--- src/ppabc_pkg.sv ---
// Package with register map, field positions and reset values of ports A, B, C.
package ppabc_pkg;

    // APB address width in bits.
    localparam int ADDR_W = 12;

    // Register indices; the byte address is four times the index.
    localparam logic [7:0] IDX_SLAVE_PORT_CONTROL = 8'h24;
    localparam logic [7:0] IDX_PORT_A_DATA = 8'h30;
    localparam logic [7:0] IDX_PORT_B_DATA = 8'h40;
    localparam logic [7:0] IDX_PORT_C_DATA = 8'h50;
    localparam logic [7:0] IDX_PORT_C_FUNCTION = 8'h55;

    // Byte addresses derived from the indices.
    localparam logic [11:0] ADDR_SLAVE_PORT_CONTROL =
        {2'b00, IDX_SLAVE_PORT_CONTROL, 2'b00};
    localparam logic [11:0] ADDR_PORT_A_DATA = {2'b00, IDX_PORT_A_DATA, 2'b00};
    localparam logic [11:0] ADDR_PORT_B_DATA = {2'b00, IDX_PORT_B_DATA, 2'b00};
    localparam logic [11:0] ADDR_PORT_C_DATA = {2'b00, IDX_PORT_C_DATA, 2'b00};
    localparam logic [11:0] ADDR_PORT_C_FUNCTION =
        {2'b00, IDX_PORT_C_FUNCTION, 2'b00};

    // Slave port control fields.
    localparam int SPC_PORT_A_OUT_BIT = 2;
    localparam int SPC_SLAVE_EN_LSB = 0;
    localparam int SPC_SLAVE_EN_MSB = 1;
    localparam logic [7:0] SPC_RESET = 8'h00;

    // Slave port control values that select port A direction.
    localparam logic [7:0] SPC_PORT_A_INPUT = 8'h80;
    localparam logic [7:0] SPC_PORT_A_OUTPUT = 8'h84;

    // Port B layout.
    localparam int PB_CLK_B_BIT = 0;
    localparam int PB_CLK_A_BIT = 1;
    localparam int PB_SLAVE_LSB = 2;
    localparam int PB_OUT_LSB = 6;
    localparam logic [1:0] PB_OUT_RESET = 2'h0;

    // Port C layout: even bits drive, odd bits sense.
    localparam logic [7:0] PC_EVEN_MASK = 8'h55;
    localparam logic [7:0] PC_RESET = 8'h00;

endpackage : ppabc_pkg

--- src/ppabc_bit_select.sv ---
// Per-bit selector between a stored output value and an alternate source.
`timescale 1ns/1ps
`default_nettype none

module ppabc_bit_select #(
    parameter int WIDTH = 8
) (
    input wire logic [WIDTH-1:0] sel, // High takes the alternate source.
    input wire logic [WIDTH-1:0] stored, // Value from the data register.
    input wire logic [WIDTH-1:0] alt, // Alternate function drive.
    output logic [WIDTH-1:0] drive // Resulting pin drive.
);

    // One multiplexer per bit; the stored value is ignored while selected.
    genvar i;
    generate
        for (i = 0; i < WIDTH; i++) begin : g_bit
            assign drive[i] = sel[i] ? alt[i] : stored[i];
        end
    endgenerate

endmodule : ppabc_bit_select

`default_nettype wire

--- src/ppabc_ports.sv ---
// Parallel ports A, B and C with an APB register slave.
// How it works
// - After reset port A is an input with its drivers off.
// - Reading port A data returns the real pin levels, which may differ from the stored output.
// - Port B has inputs on bits 0 to 5 and outputs on bits 6 and 7, and writes to bits 0 to 5 do nothing.
// - With the slave port enabled, port B lines 2 to 7 belong to the slave port.
// - Port B bits 2 to 5 read the pins even while the slave port owns lines 2 to 7.
// - Port B bits 6 and 7 read the signal really driving those pins, slave drive included.
// - Port B bit 0 carries serial B clock and bit 1 serial A clock when their internal clocks run, else pin inputs.
// - Reset clears port B output bits 6 and 7 so both pins drive low.
// - Port C even bits are outputs, odd bits inputs; reads give pins for odd bits and drive for even bits.
// - A set port C function bit routes its serial transmitter to the pin and the stored data bit is ignored.
// - Port C input pins stay readable while also used as serial receive inputs.
// - Reset clears the even bits of port C data and function registers so the outputs drive zero.
//
// Chosen here: register access over APB.
`timescale 1ns/1ps
`default_nettype none

module ppabc_ports (
    input wire logic clk, // 40 MHz system clock.
    input wire logic resetn, // Asynchronous reset, active low.
    input wire logic psel, // APB select.
    input wire logic penable, // APB access phase.
    input wire logic pwrite, // APB direction, high for write.
    input wire logic [ppabc_pkg::ADDR_W-1:0] paddr, // APB byte address.
    input wire logic [31:0] pwdata, // APB write data.
    output logic [31:0] prdata, // APB read data, registered.
    output logic pready, // APB ready, always high.
    output logic pslverr, // APB error on unmapped address.
    input wire logic [7:0] portAIn, // Port A pin levels.
    output logic [7:0] portAOut, // Port A output register.
    output logic [7:0] portAOe, // Port A output enables.
    input wire logic [7:0] portBIn, // Port B pin levels.
    output logic [7:0] portBOut, // Port B pin drive.
    output logic [7:0] portBOe, // Port B output enables.
    input wire logic [5:0] slaveBDrive, // Slave port drive on lines 2 to 7.
    input wire logic [5:0] slaveBOe, // Slave port enables on lines 2 to 7.
    output logic slaveEnable, // Slave port enabled by control register.
    input wire logic serialAClk, // Serial A internal clock.
    input wire logic serialAClkEn, // Serial A internal clock enabled.
    input wire logic serialBClk, // Serial B internal clock.
    input wire logic serialBClkEn, // Serial B internal clock enabled.
    input wire logic [3:0] serialTx, // Transmitters D, C, B, A in bits 0..3.
    input wire logic [7:0] portCIn, // Port C pin levels.
    output logic [7:0] portCOut, // Port C pin drive, even bits meaningful.
    output logic [7:0] portCOe, // Port C output enables.
    output logic [3:0] serialRx // Receive inputs D, C, B, A from odd pins.
);

    // True when the bus address names the given register.
    function automatic logic regHit(input logic [ppabc_pkg::ADDR_W-1:0] a,
                                    input logic [11:0] target);
        regHit = (a == target[ppabc_pkg::ADDR_W-1:0]);
    endfunction : regHit

    logic [7:0] slavePortControl;
    logic [7:0] portAData;
    logic [1:0] portBData;
    logic [7:0] portCData;
    logic [7:0] portCFunction;
    logic [7:0] next_readData;
    logic setupPhase;
    logic writeAccess;
    logic mapped;
    logic [7:0] portCAlt;
    logic [7:0] portCDrive;
    logic [7:0] portBSel;
    logic [7:0] portBAlt;
    logic [7:0] portBStored;
    logic firstCycle;

    // Register decode shared by reads, writes and the error answer.
    assign setupPhase = psel && !penable;
    assign writeAccess = psel && penable && pwrite;
    assign mapped = regHit(paddr, ppabc_pkg::ADDR_SLAVE_PORT_CONTROL) ||
                    regHit(paddr, ppabc_pkg::ADDR_PORT_A_DATA) ||
                    regHit(paddr, ppabc_pkg::ADDR_PORT_B_DATA) ||
                    regHit(paddr, ppabc_pkg::ADDR_PORT_C_DATA) ||
                    regHit(paddr, ppabc_pkg::ADDR_PORT_C_FUNCTION);

    // No wait states: every access finishes in its first access cycle.
    assign pready = 1'b1;
    assign pslverr = psel && penable && !mapped;

    // Slave port control register; port A direction lives here.
    always_ff @(posedge clk or negedge resetn) begin
        if (!resetn) begin
            slavePortControl <= ppabc_pkg::SPC_RESET;
        end else if (writeAccess &&
                     regHit(paddr, ppabc_pkg::ADDR_SLAVE_PORT_CONTROL)) begin
            slavePortControl <= pwdata[7:0];
        end
    end

    // Port A output register; reset clears its contents to zero.
    always_ff @(posedge clk or negedge resetn) begin
        if (!resetn) begin
            portAData <= 8'h00;
        end else if (writeAccess &&
                     regHit(paddr, ppabc_pkg::ADDR_PORT_A_DATA)) begin
            portAData <= pwdata[7:0];
        end
    end

    // Port B keeps only bits 6 and 7; lower write bits are dropped.
    always_ff @(posedge clk or negedge resetn) begin
        if (!resetn) begin
            portBData <= ppabc_pkg::PB_OUT_RESET;
        end else if (writeAccess &&
                     regHit(paddr, ppabc_pkg::ADDR_PORT_B_DATA)) begin
            portBData <= pwdata[7:6];
        end
    end

    // Port C data and function keep even bits only; odd bits are inputs.
    always_ff @(posedge clk or negedge resetn) begin
        if (!resetn) begin
            portCData <= ppabc_pkg::PC_RESET;
            portCFunction <= ppabc_pkg::PC_RESET;
        end else if (writeAccess) begin
            if (regHit(paddr, ppabc_pkg::ADDR_PORT_C_DATA)) begin
                portCData <= pwdata[7:0] & ppabc_pkg::PC_EVEN_MASK;
            end
            if (regHit(paddr, ppabc_pkg::ADDR_PORT_C_FUNCTION)) begin
                portCFunction <= pwdata[7:0] & ppabc_pkg::PC_EVEN_MASK;
            end
        end
    end

    // Port A drives only when software has picked output direction.
    assign portAOut = portAData;
    assign portAOe = {8{slavePortControl[ppabc_pkg::SPC_PORT_A_OUT_BIT]}};
    assign slaveEnable = |slavePortControl[ppabc_pkg::SPC_SLAVE_EN_MSB:
                                           ppabc_pkg::SPC_SLAVE_EN_LSB];

    // Port B sources: serial clocks low, slave port on 2..7, data on 6..7.
    assign portBStored = {portBData, 6'h00};
    assign portBAlt = {slaveBDrive, serialAClk, serialBClk};
    assign portBSel = {{6{slaveEnable}}, serialAClkEn, serialBClkEn};

    ppabc_bit_select #(
        .WIDTH(8)
    ) u_portBSelect (
        .sel(portBSel),
        .stored(portBStored),
        .alt(portBAlt),
        .drive(portBOut)
    );

    // Outputs 6 and 7 drive unless the slave port is enabled; the lower lines only for a clock or slave.
    always_comb begin
        portBOe = 8'h00;
        portBOe[ppabc_pkg::PB_CLK_B_BIT] = serialBClkEn;
        portBOe[ppabc_pkg::PB_CLK_A_BIT] = serialAClkEn;
        portBOe[7:6] = 2'h3;
        if (slaveEnable) begin
            portBOe[7:2] = slaveBOe;
        end
    end

    // Port C transmitters: A on 6, B on 4, C on 2, D on 0.
    assign portCAlt = {1'b0, serialTx[3], 1'b0, serialTx[2],
                       1'b0, serialTx[1], 1'b0, serialTx[0]};

    ppabc_bit_select #(
        .WIDTH(8)
    ) u_portCSelect (
        .sel(portCFunction),
        .stored(portCData),
        .alt(portCAlt),
        .drive(portCDrive)
    );

    // Stored data is ignored on a bit whose function bit is set.
    assign portCOut = portCDrive & ppabc_pkg::PC_EVEN_MASK;
    assign portCOe = ppabc_pkg::PC_EVEN_MASK;
    // Odd pins feed the receivers and stay readable as well.
    assign serialRx = {portCIn[7], portCIn[5], portCIn[3], portCIn[1]};

    // Read mux; port A reads the pins, never the stored copy, so forcing shows.
    always_comb begin
        next_readData = 8'h00;
        if (regHit(paddr, ppabc_pkg::ADDR_SLAVE_PORT_CONTROL)) begin
            next_readData = slavePortControl;
        end else if (regHit(paddr, ppabc_pkg::ADDR_PORT_A_DATA)) begin
            next_readData = portAIn;
        end else if (regHit(paddr, ppabc_pkg::ADDR_PORT_B_DATA)) begin
            next_readData = {portBOut[7:6], portBIn[5:2],
                             portBSel[1] ? serialAClk : portBIn[1],
                             portBSel[0] ? serialBClk : portBIn[0]};
        end else if (regHit(paddr, ppabc_pkg::ADDR_PORT_C_DATA)) begin
            next_readData = (portCIn & ~ppabc_pkg::PC_EVEN_MASK) |
                            portCOut;
        end
    end

    // Read data is captured in the setup cycle so it stands in the access.
    // The write-only function register reads as zero.
    always_ff @(posedge clk or negedge resetn) begin
        if (!resetn) begin
            prdata <= 32'h00000000;
        end else if (setupPhase) begin
            prdata <= {24'h000000, next_readData};
        end
    end

    // High only in the first cycle after reset release; used by checks.
    always_ff @(posedge clk or negedge resetn) begin
        if (!resetn) begin
            firstCycle <= 1'b1;
        end else begin
            firstCycle <= 1'b0;
        end
    end
endmodule : ppabc_ports

`default_nettype wire

--- config.mk ---
export PLATFORM = sky130hd
export DESIGN_NAME = ppabc_ports
export DESIGN_NICKNAME = d
export VERILOG_FILES = /design/src/ppabc_pkg.sv /design/src/ppabc_bit_select.sv /design/src/ppabc_ports.sv
export SDC_FILE = /design/constraint.sdc
export NUM_CORES = 1
export LEC_CHECK = 0
export BUFFER_PORTS_ARGS = -buffer_cell sky130_fd_sc_hd__buf_2
export CORE_UTILIZATION = 41
export CTS_BUF_LIST = sky130_fd_sc_hd__clkbuf_4 sky130_fd_sc_hd__clkbuf_8
export CTS_CLUSTER_DIAMETER = 100
export DETAILED_ROUTE_END_ITERATION = 6
export HOLD_SLACK_MARGIN = 0.08
export MAX_ROUTING_LAYER = met4
export PLACE_DENSITY = 0.82
export SLEW_MARGIN = 10
export SYNTH_ARGS = -nofsm -noshare
export SYNTH_HDL_FRONTEND = slang
export SYNTH_SLANG_ARGS = --single-unit
--- constraint.sdc ---
create_clock -name clk -period 2.5 [get_ports clk]
set_input_delay 0.625 -clock clk [delete_from_list [all_inputs] [get_ports clk]]
set_output_delay 0.625 -clock clk [all_outputs]
set_load 0.005 [all_outputs]
== Word-level counts from Yosys, hierarchy flattened ==
Index checks and enable logic that the tools add are counted.

* Eq/ne operators: 5
* Multiplexer cells: 19
* Bitwise logic cells: 1
* Reductions and logical operators: 16

{| class="wikitable"
|+ Operator list
! operator !! number
|-
| $eq 12x9->1 const B || 3
|-
| $mux 8 || 4
|-
| $eq 12x8->1 const B || 2
|-
| $mux 1 || 14
|-
| $or 8x7->8 || 1
|-
| $logic_and 1x1->1 || 7
|-
| $mux 6 || 1
|-
| $logic_or 1x1->1 || 4
|-
| $reduce_and 2->1 || 2
|-
| $logic_not 1->1 || 2
|-
| $reduce_or 2->1 || 1
|}

* Register bits: 34
* Input port bits: 93
* Output and inout port bits: 87
* Logic and storage cells: 47

== Depth between registers and ports, before layout ==
Gate-level depths: netlist of the first run.

* Depth after elaboration: 7
* Mapped depth: 6
* Mapped depth without buffers: 5

== Cells and area by module ==
Synthesis of the first run repeated with hierarchy kept, for this count alone.

* Cell total of the unflattened synthesis: 230
* Area, all modules: 2,449.8 µm²

{| class="wikitable"
|+ Modules (own cells, without submodules)
! module !! instances !! cells an instance !! area an instance (µm²) !! seq. area each (µm²)
|-
| ppabc_ports || 1 || 214 || 2,209.6 || 850.8
|-
| ppabc_bit_select || 2 || 8 || 120.1 || 0.0
|}

== Worst setup path before layout of the first run ==
No wires, ideal clock.

* Kind: input to output
* From: input port paddr[1] (netlist name)
* To: output port pslverr
* Data arrival time: 1.744 ns
* Required time: 1.875 ns
* Setup slack: 0.131 ns
* Stages: 4
* Path buffers: 0
* Cells stage by stage: or4_4 -> nor3_4 -> o21a_1 -> nor3_1

* Longest elaborated chain between the ends: 7
* Elaborated cells between the ends (all ways): 11
* Those cells by class: eq/ne (5); reduce/logical (6)

{| class="wikitable"
|+ Ends and longest elaborated chain
! element !! line !! source
|-
| start: declaration || ppabc_ports.sv:26 || <nowiki>input wire logic [ppabc_pkg::ADDR_W-1:0] paddr,</nowiki>
|-
| $eq 12x8->1 || ppabc_ports.sv:54 || <nowiki>regHit = (a == target[ppabc_pkg::ADDR_W-1:0]);</nowiki>
|-
| $logic_or 1x1->1 || ppabc_ports.sv:76 || <nowiki>assign mapped = regHit(paddr, ppabc_pkg::ADDR_SLAVE_PORT_CONTROL) ||</nowiki>
|-
| $logic_or 1x1->1 || ppabc_ports.sv:77 || <nowiki>regHit(paddr, ppabc_pkg::ADDR_PORT_A_DATA) ||</nowiki>
|-
| $logic_or 1x1->1 || ppabc_ports.sv:78 || <nowiki>regHit(paddr, ppabc_pkg::ADDR_PORT_B_DATA) ||</nowiki>
|-
| $logic_or 1x1->1 (*) || ppabc_ports.sv:79 || <nowiki>regHit(paddr, ppabc_pkg::ADDR_PORT_C_DATA) ||</nowiki>
|-
| $logic_not 1->1 (*) || ppabc_ports.sv:84 || <nowiki>assign pslverr = psel && penable && !mapped;</nowiki>
|-
| $logic_and 1x1->1 (*) || ppabc_ports.sv:84 ||
|-
| end: declaration || ppabc_ports.sv:30 || <nowiki>output logic pslverr,</nowiki>
|}

Every way passes the cells marked *; elsewhere a longest branch is shown, timed or not.

== Worst setup path after layout of the first run ==
* From: input port paddr[11] (netlist name)
* To: output port pslverr

Same word-level chain as after synthesis.

==> results.md, run 1 <==
- The run finished, with violations left.
- The final reports fail on setup timing.
- Relative to the synthesized area, the layout overhead comes to 25.0%.
- The count of mapped cells out of synthesis is 238.
- The pre-CTS setup slack is -0.0554 ns.
- The max capacitance violation total is 0.
- The maximum clock rate is between 300 and 400 MHz.
- The cell area after technology mapping is 2350 um^2.
- In this run the critical register-to-register path is launched from slavePortControl[1].
- The detail-routed via count per cell is 4.81.
- Dividing the synthesized area by the synthesized cell count gives between 9 and 10 um^2.
- The area of the die is 6030 um^2.
- 180 I/O pins were placed.
- The final net count is 445.
- In this run the remaining antenna-violating nets after routing total 0.
- Across all setup checks in the final design, the least slack found is -0.0493 ns.
- The total setup violations reported at the end of the flow is 1.
- The H-tree level count is 2.
- In this run the vertical extent of the chip is 77.6 um.
- The proportion of synthesized chip area in sequential cells is 36.3%.
- The number of DRC markers in iteration 0 is 151.
- The post-route worst hold slack is 0.398 ns.
- The clock transition at the registers of the reported paths is 0.07 ns.
- The path class of the tightest hold or removal check is input pin to async pin.
- The total routing usage reported by global routing is 19.3%.
- In the routed design, unresolved DRC markers number 0.
- Sequential cells burn 48.8% of the power.
- In this run, the clock network consumes between 30% and 40% of the power.
- The max-slew violation total from the final report is 0.
- The width of the chip is 77.6 um.
- Once the clock tree was built, the setup fixing pass inserted 0 buffers.
- The main flop type after synthesis is dfrtp_1.
- The first detailed-routing pass ran for 4 iterations.
- The number of synthesized register bits is 34.
- For the final database, setup skew stands at around 0.0028 ns.
- The share of post-route cells with drive strength above 1 is around 50%.
- In this run the standard cell core region covers roughly 5500 um^2.
- The clock net in this run drives a total of 34 sinks.
- Registers take 851 um^2.
- Across the VDD grid, the largest voltage drop is 0.420 mV.
- The routed design could run at a clock period as short as 2.55 ns.
- The routed wire length is 5540 um.
- The total number of vias is 2044.
- STA puts the critical path data arrival time at around 1.9 ns.
- The final HPWL from detailed placement is ~4600 um.
- Counting flops with an async set or reset pin after synthesis yields a share of 100%.
- Entering global routing, the biggest net connects 35 pins.
- The count of buffers added on input and output ports is 112.
- In this run switching power makes up 25.0% of total power.
- The number of global-route vias before repair came to 1948.
- The critical path class is input pin to output port.
- The TritonCTS clock tree is yes.
- Along the worst path, the maximum fanout reaches 2.
- STA puts the critical path data required time at 1.88 ns.
- The number of rows in the core area is 27.
- The total of fill cells in the finished design is roughly 500.
- The starting utilization of the core area is between 40% and 50%.
- Counting distinct cell types in the post-synthesis netlist gives 40.
- Clock latency on the worst-skew pair, taken at its later pin, is approximately 0.28 ns.
- For this design the static power due to leakage is 0.00165 uW.
- After global routing the overflow that remains totals 0.
- In the final layout, the multi-input gates occupy 1220 um^2.
- Counting flops with a built-in enable in the synthesized netlist gives 0.
- STA classifies the critical path startpoint as an input pin.
- In this run, post-CTS hold repair placed 0 buffers.
- In this run the clock root is driven by a clkbuf_8.
- The final critical path takes up 102% of the cycle.
- The average routed wire per standard cell is 13.0 um.
- The worst pin sits at a relative slew slack of 50.5%.
- The clock passes through at most 2 buffers.
- The most common cell after layout, fill and taps aside is buf_2.
- TritonCTS created 5 clock buffers.
- The worst-margin pin slew is between 0.7 and 0.8 ns.
- The top cell types in the final layout, fill and taps aside, are 112 x buf_2, 37 x conb_1, 34 x dfrtp_1.
- The combinational cell fraction of total power is 14.4%.
- Setup repair after global routing could not meet its margin everywhere.
- The category of the worst setup path capture point is an output port.
- The number of antenna violations at the first check in global routing is 0.
- The number of warnings printed during yosys synthesis is 0.
- The start point of the critical path is paddr[11].
- The weighted congestion reported at the end of routability-driven placement is 0.805.
- Cell internal power was estimated by the tool at between 800 and 900 uW.
- The first global-routing pass estimated 8690 um of wire.
- In this run the power spent charging and discharging nets is 288 uW.
- The sum of internal, switching and leakage power is 1150 uW.
- The repair_antennas step left the layout with diodes totalling 0.
- The count of final hold-check violations was 0.
- Dividing total power by cell area gives a power density of 393 nW/um^2.
power groups by stage:
stage	sequential [uW]	clock, uW	combinational, uW
after floorplan	573	0	111
after global placement	572	0	162
after detailed placement	572	0	165
after CTS	562	435	166
after global routing	563	452	186
final	562	424	166
sequential cells by signal, indices dropped and copies added (netlist names):
name,cells
slavePortControl,8
portCData,4
portCFunction,4
portAOut,8
portBData,2
prdata,8
cell type report:
type	count	area share (%)
Multi-Input combinational cell	182	41.6
Sequential cell	34	29.0
Timing Repair Buffer	126	22.7
Clock buffer	7	3.07
Tap cell	72	3.07
Inverter	3	0.384
Clock inverter	1	0.171
worst paths after layout:
kind	to	slack, ns	cells past startpoint
setup / recovery	pslverr	-0.05	6
hold / removal	portAOut[6]	0.40	1
setup reg to reg	prdata[6]	0.95	5
hold reg to reg	prdata[1]	0.48	2
max in group asynchronous	prdata[5]	1.63	1
min in group clk	prdata[1]	0.48	2
worst max-delay path: stages:
cell and delay, ns:
buf_2 0.10, or3_4 0.38, or4_4 0.52, nor2_4 0.10, nor3_1 0.06, buf_2 0.14
metal layers:
layer	vias up	GRT usage (%)	wire (um)
met3	4	4.59	377
met5	-	-	0
met2	89	35.1	2910
li1	978	-	-
met1	973	20.4	2220
met4	0	6.60	38
synth_stat cells (all sizes together) (3+ instances only):
cell | count | area share, %
inv | 3 | 0.48
nand2 | 7 | 1.4
a22oi | 4 | 1.3
mux2 | 32 | 15
or4 | 3 | 1.3
nor2b | 17 | 4.5
nor2 | 14 | 3.3
buf | 52 | 17
a21oi | 9 | 1.9
dfrtp | 34 | 36
nor4 | 3 | 1.1
a21o | 4 | 1.3
nor3 | 9 | 2.4
o21ai | 14 | 3.0
a211oi | 4 | 1.3
o2bb2ai | 5 | 1.9
stage by stage:
step	instance area, um^2	instances	util [%]	TNS (ns)
after floorplan	2480	273	-	0
after global routing	2930	425	53.3	-0.0901
after global placement	2840	417	51.5	-0.0533
final	2930	425	53.3	-0.0493
after detailed placement	2840	417	51.5	-0.0554
after CTS	2930	425	53.3	-0.0585
cells by family (layout without fill, tap and decap cells):
group / after synthesis / count (layout) / share of synthesized area [%]
other: 2 / 37 / 0.320
AOI/OAI and AO/OA: 43 / 43 / 11.6
and+or+nand+nor: 69 / 69 / 18.8
muxes: 32 / 32 / 15.4
DFF: 34 / 34 / 36.3
xor gates and xnor gates: 1 / 1 / 0.373
buffers and inverters: 57 / 137 / 17.3
what timing repair did:
item | in CTS | in global routing
endpoints found under the setup margin | 1 | 1
gates cloned | 0 | 0
endpoints found under the hold margin | 0 | 0
pin swaps | 0 | 0
gates resized for setup | 0 | 1
No activity file was read; power rests on OpenSTA's default activity.
==> run 2, diff against run 1 <==
CORE_UTILIZATION = 42   (was 41)
PLACE_DENSITY = 0.83   (was 0.82)
SYNTH_HIERARCHICAL = 1   (was default)
==> run 2 against run 1 <==
Compared with the run above:
- the run now ends clean
- core utilization about the same
- area after synthesis rose by 1.9%
- wire length is 1.1% higher
- sequential share of layout area is essentially flat
- critical path depth unchanged
- clock skew grew 0.0075 ns
- combinational power increased by 18%
- flip-flop and latch count unchanged
- hold slack improved by 0.0090 ns
- non-clock buffer count fell by 7
- critical path type unchanged
==> results.md, run 2 <==
- Power spread over the standard cell area amounts to between 400 and 500 nW/um^2.
- The number of global-route vias before repair was 1761.
- The count of nets left with antenna violations once routing finished came out at 0.
- The required arrival time at the worst endpoint is 1.88 ns.
- Setup violations remaining at the end of the flow were counted as 0.
- Across the routed clock network, the largest skew measured is 0.0103 ns.
- The tightest min-delay check is of the input pin to async pin type.
- The number of antenna violations at the first check in global routing is 0.
- After global routing the overflow that remains totals 0.
- After layout, the worst path uses 92.1% of the clock period.
- The worst-margin pin slew is roughly 0.76 ns.
- The number of clock sinks is 34.
- The starting utilization of the core area is 43.4%.
- The later pin in the worst-skew pair is clocked with a latency of 0.29 ns.
- The placed instances occupy a cell area of 2820 um^2.
- Detailed placement finished with a half-perimeter wire length of around 4400 um.
- Input and output buffers added on the ports amount to 112.
- The library cells used most frequently in the layout, excluding fill and tap cells, are 112 x buf_2, 43 x conb_1, 34 x dfrtp_1.
- Measured along the x axis, the die boundary spans around 77 um.
- For this design the static power due to leakage is around 0.0017 uW.
- The delay of the slowest cell on the worst path is 0.44 ns.
- Before antenna repair, the detailed router went through 4 iterations.
- The number of clock buffers added by TritonCTS is 5.
- Synthesis produced 226 cells.
- The final route contains 1926 vias.
- Setup repair after global routing left no endpoint under its margin.
- The element type at the critical path start is an input pin.
- The sum of internal, switching and leakage power is 1280 uW.
- The number of antenna diodes in the final layout is 0.
- For this run, design rule violations remaining after detail routing come to 0.
- The Yosys step of the flow raised 6 warnings.
- After detailed routing, the number of vias per cell comes to 4.74.
- The maximum count of clock buffers along a single path is 2.
- Data on the critical path arrives at its endpoint at around 1.7 ns.
- Of all nets on the critical path, the largest fanout is 6.
- After the last flow step, the layout net total stands at 426.
- The number of DRC markers in iteration 0 is 54.
- The core occupancy in the finished layout is between 50% and 60%.
- The max-slew violation total from the final report is 0.
- Clock-pin slew was measured on the worst setup and hold paths at 0.07 ns.
- The TritonCTS clock tree is yes.
- The flow ran to the end, and the final reports show no timing, DRC or antenna violations.
- Dividing the synthesized area by the synthesized cell count gives 10.6 um^2.
- The number of top-level design ports is 180.
- Measured along the y axis, the die boundary spans just under 80 um.
- The maximum clock rate is 434 MHz.
- Global routing used 19.0% of the available tracks.
- For the final routed database, the setup TNS stands at 0 ns.
- The routed design has 5600 um of wire.
- STA classifies the critical path endpoint as an output port.
- The cell area after technology mapping is 2390 um^2.
- The number of rows in the core area is 27.
- The max capacitance violation total is 0.
- The clock tree root driver cell is clkbuf_8.
- Once layout is done, the placed cells without fillers occupy around 2900 um^2.
- Walking the worst path, the cells encountered are buf_2, nor4_4, nand4_4, nand3_1, nor2_1, buf_2.
- By startpoint and endpoint, the worst setup path is classified as input pin to output port.
- The post-route worst hold slack is 0.407 ns.
- The peak ir drop on the vdd network is ~0.39 mV.
- The H-tree was split into 2 levels.
- The number of setup buffers added after CTS is 0.
- Measured against its own limit, the worst slew margin works out to 49.1%.
- The most prevalent standard cell on the critical path is buf_2.
- The floorplan step defined a die boundary enclosing 6000 um^2.
- The share of post-route cells with drive strength above 1 is between 50% and 60%.
- Routability-driven placement finished with a final weighted congestion of between 0.8 and 0.9.
- The wire length of the first global-routing pass is about 8500 um.
- Entering global routing, the biggest net connects 35 pins.
- The count of final hold-check violations came to 0.
- The floorplan core area is 5510 um^2.
- The cell with the largest stage delay on the worst path is nor4_4.
- The most common cell after layout, fill and taps aside is buf_2.
- In the final routed layout, each cell accounts on average for about 14 um.
- Relative to the synthesized area, the layout overhead comes to 22.8%.
- The final critical-path required period is 2.30 ns.
run 2: worst max-delay path: cells and delay by family:
kind,cells,cell delay (ns)
AND/OR/NAND/NOR,4,0.80
buffers and inverters,2,0.24
run 2: layout make-up:
cell class,instances,area [um^2]
well taps,72,90.1
repair buffers,119,613
inverters,2,7.51
flip-flops and latches,34,851
clock inverters,1,30.0
fillers,529,2570
clock buffers,7,83.8
multi-input cells,171,1260
run 2: repair_timing:
| action | 4_1_cts | 5_1_grt |
|---|---|---|
| resized for setup | 0 | 1 |
| hold buffers | 0 | 0 |
| endpoints found under the setup margin | 0 | 6 |
run 2: metal layers:
metal	vias to the layer above	GRT usage (%)	wire, um
met1	892	22.1	2330
met2	106	31.7	2770
li1	920	-	-
met4	0	7.36	95
met5	-	-	0
met3	8	4.35	406
run 2: per-stage QoR:
step / std cells / worst slack, ns
2_1_floorplan: 267 / 0.428
3_3_place_gp: 398 / 0.208
3_5_place_dp: 398 / 0.186
4_1_cts: 406 / 0.0686
5_1_grt: 406 / 0.100
6_report: 406 / 0.197
run 2: worst paths after layout:
| path | start | endpoint | slack (ns) | cells after the start |
|---|---|---|---|---|
| worst max-delay path | paddr[1] | pslverr | 0.20 | 6 |
| worst max register to register | slavePortControl[0] | prdata[6] | 0.86 | 5 |
| worst min register to register | portAOut[5] | portAOut[5] | 0.51 | 1 |
| max in group asynchronous | resetn | prdata[2] | 1.60 | 1 |
| min in group clk | portAOut[5] | portAOut[5] | 0.51 | 1 |
| worst min-delay path | resetn | slavePortControl[7] | 0.41 | 1 |
run 2: power breakdown:
group	total, uW	leakage (uW)	internal (uW)	switching, uW
clock network	514	0.0000593	320	194
registers	573	0.000460	565	7.85
logic	196	0.00114	92.5	103
total	1280	0.00165	978	305
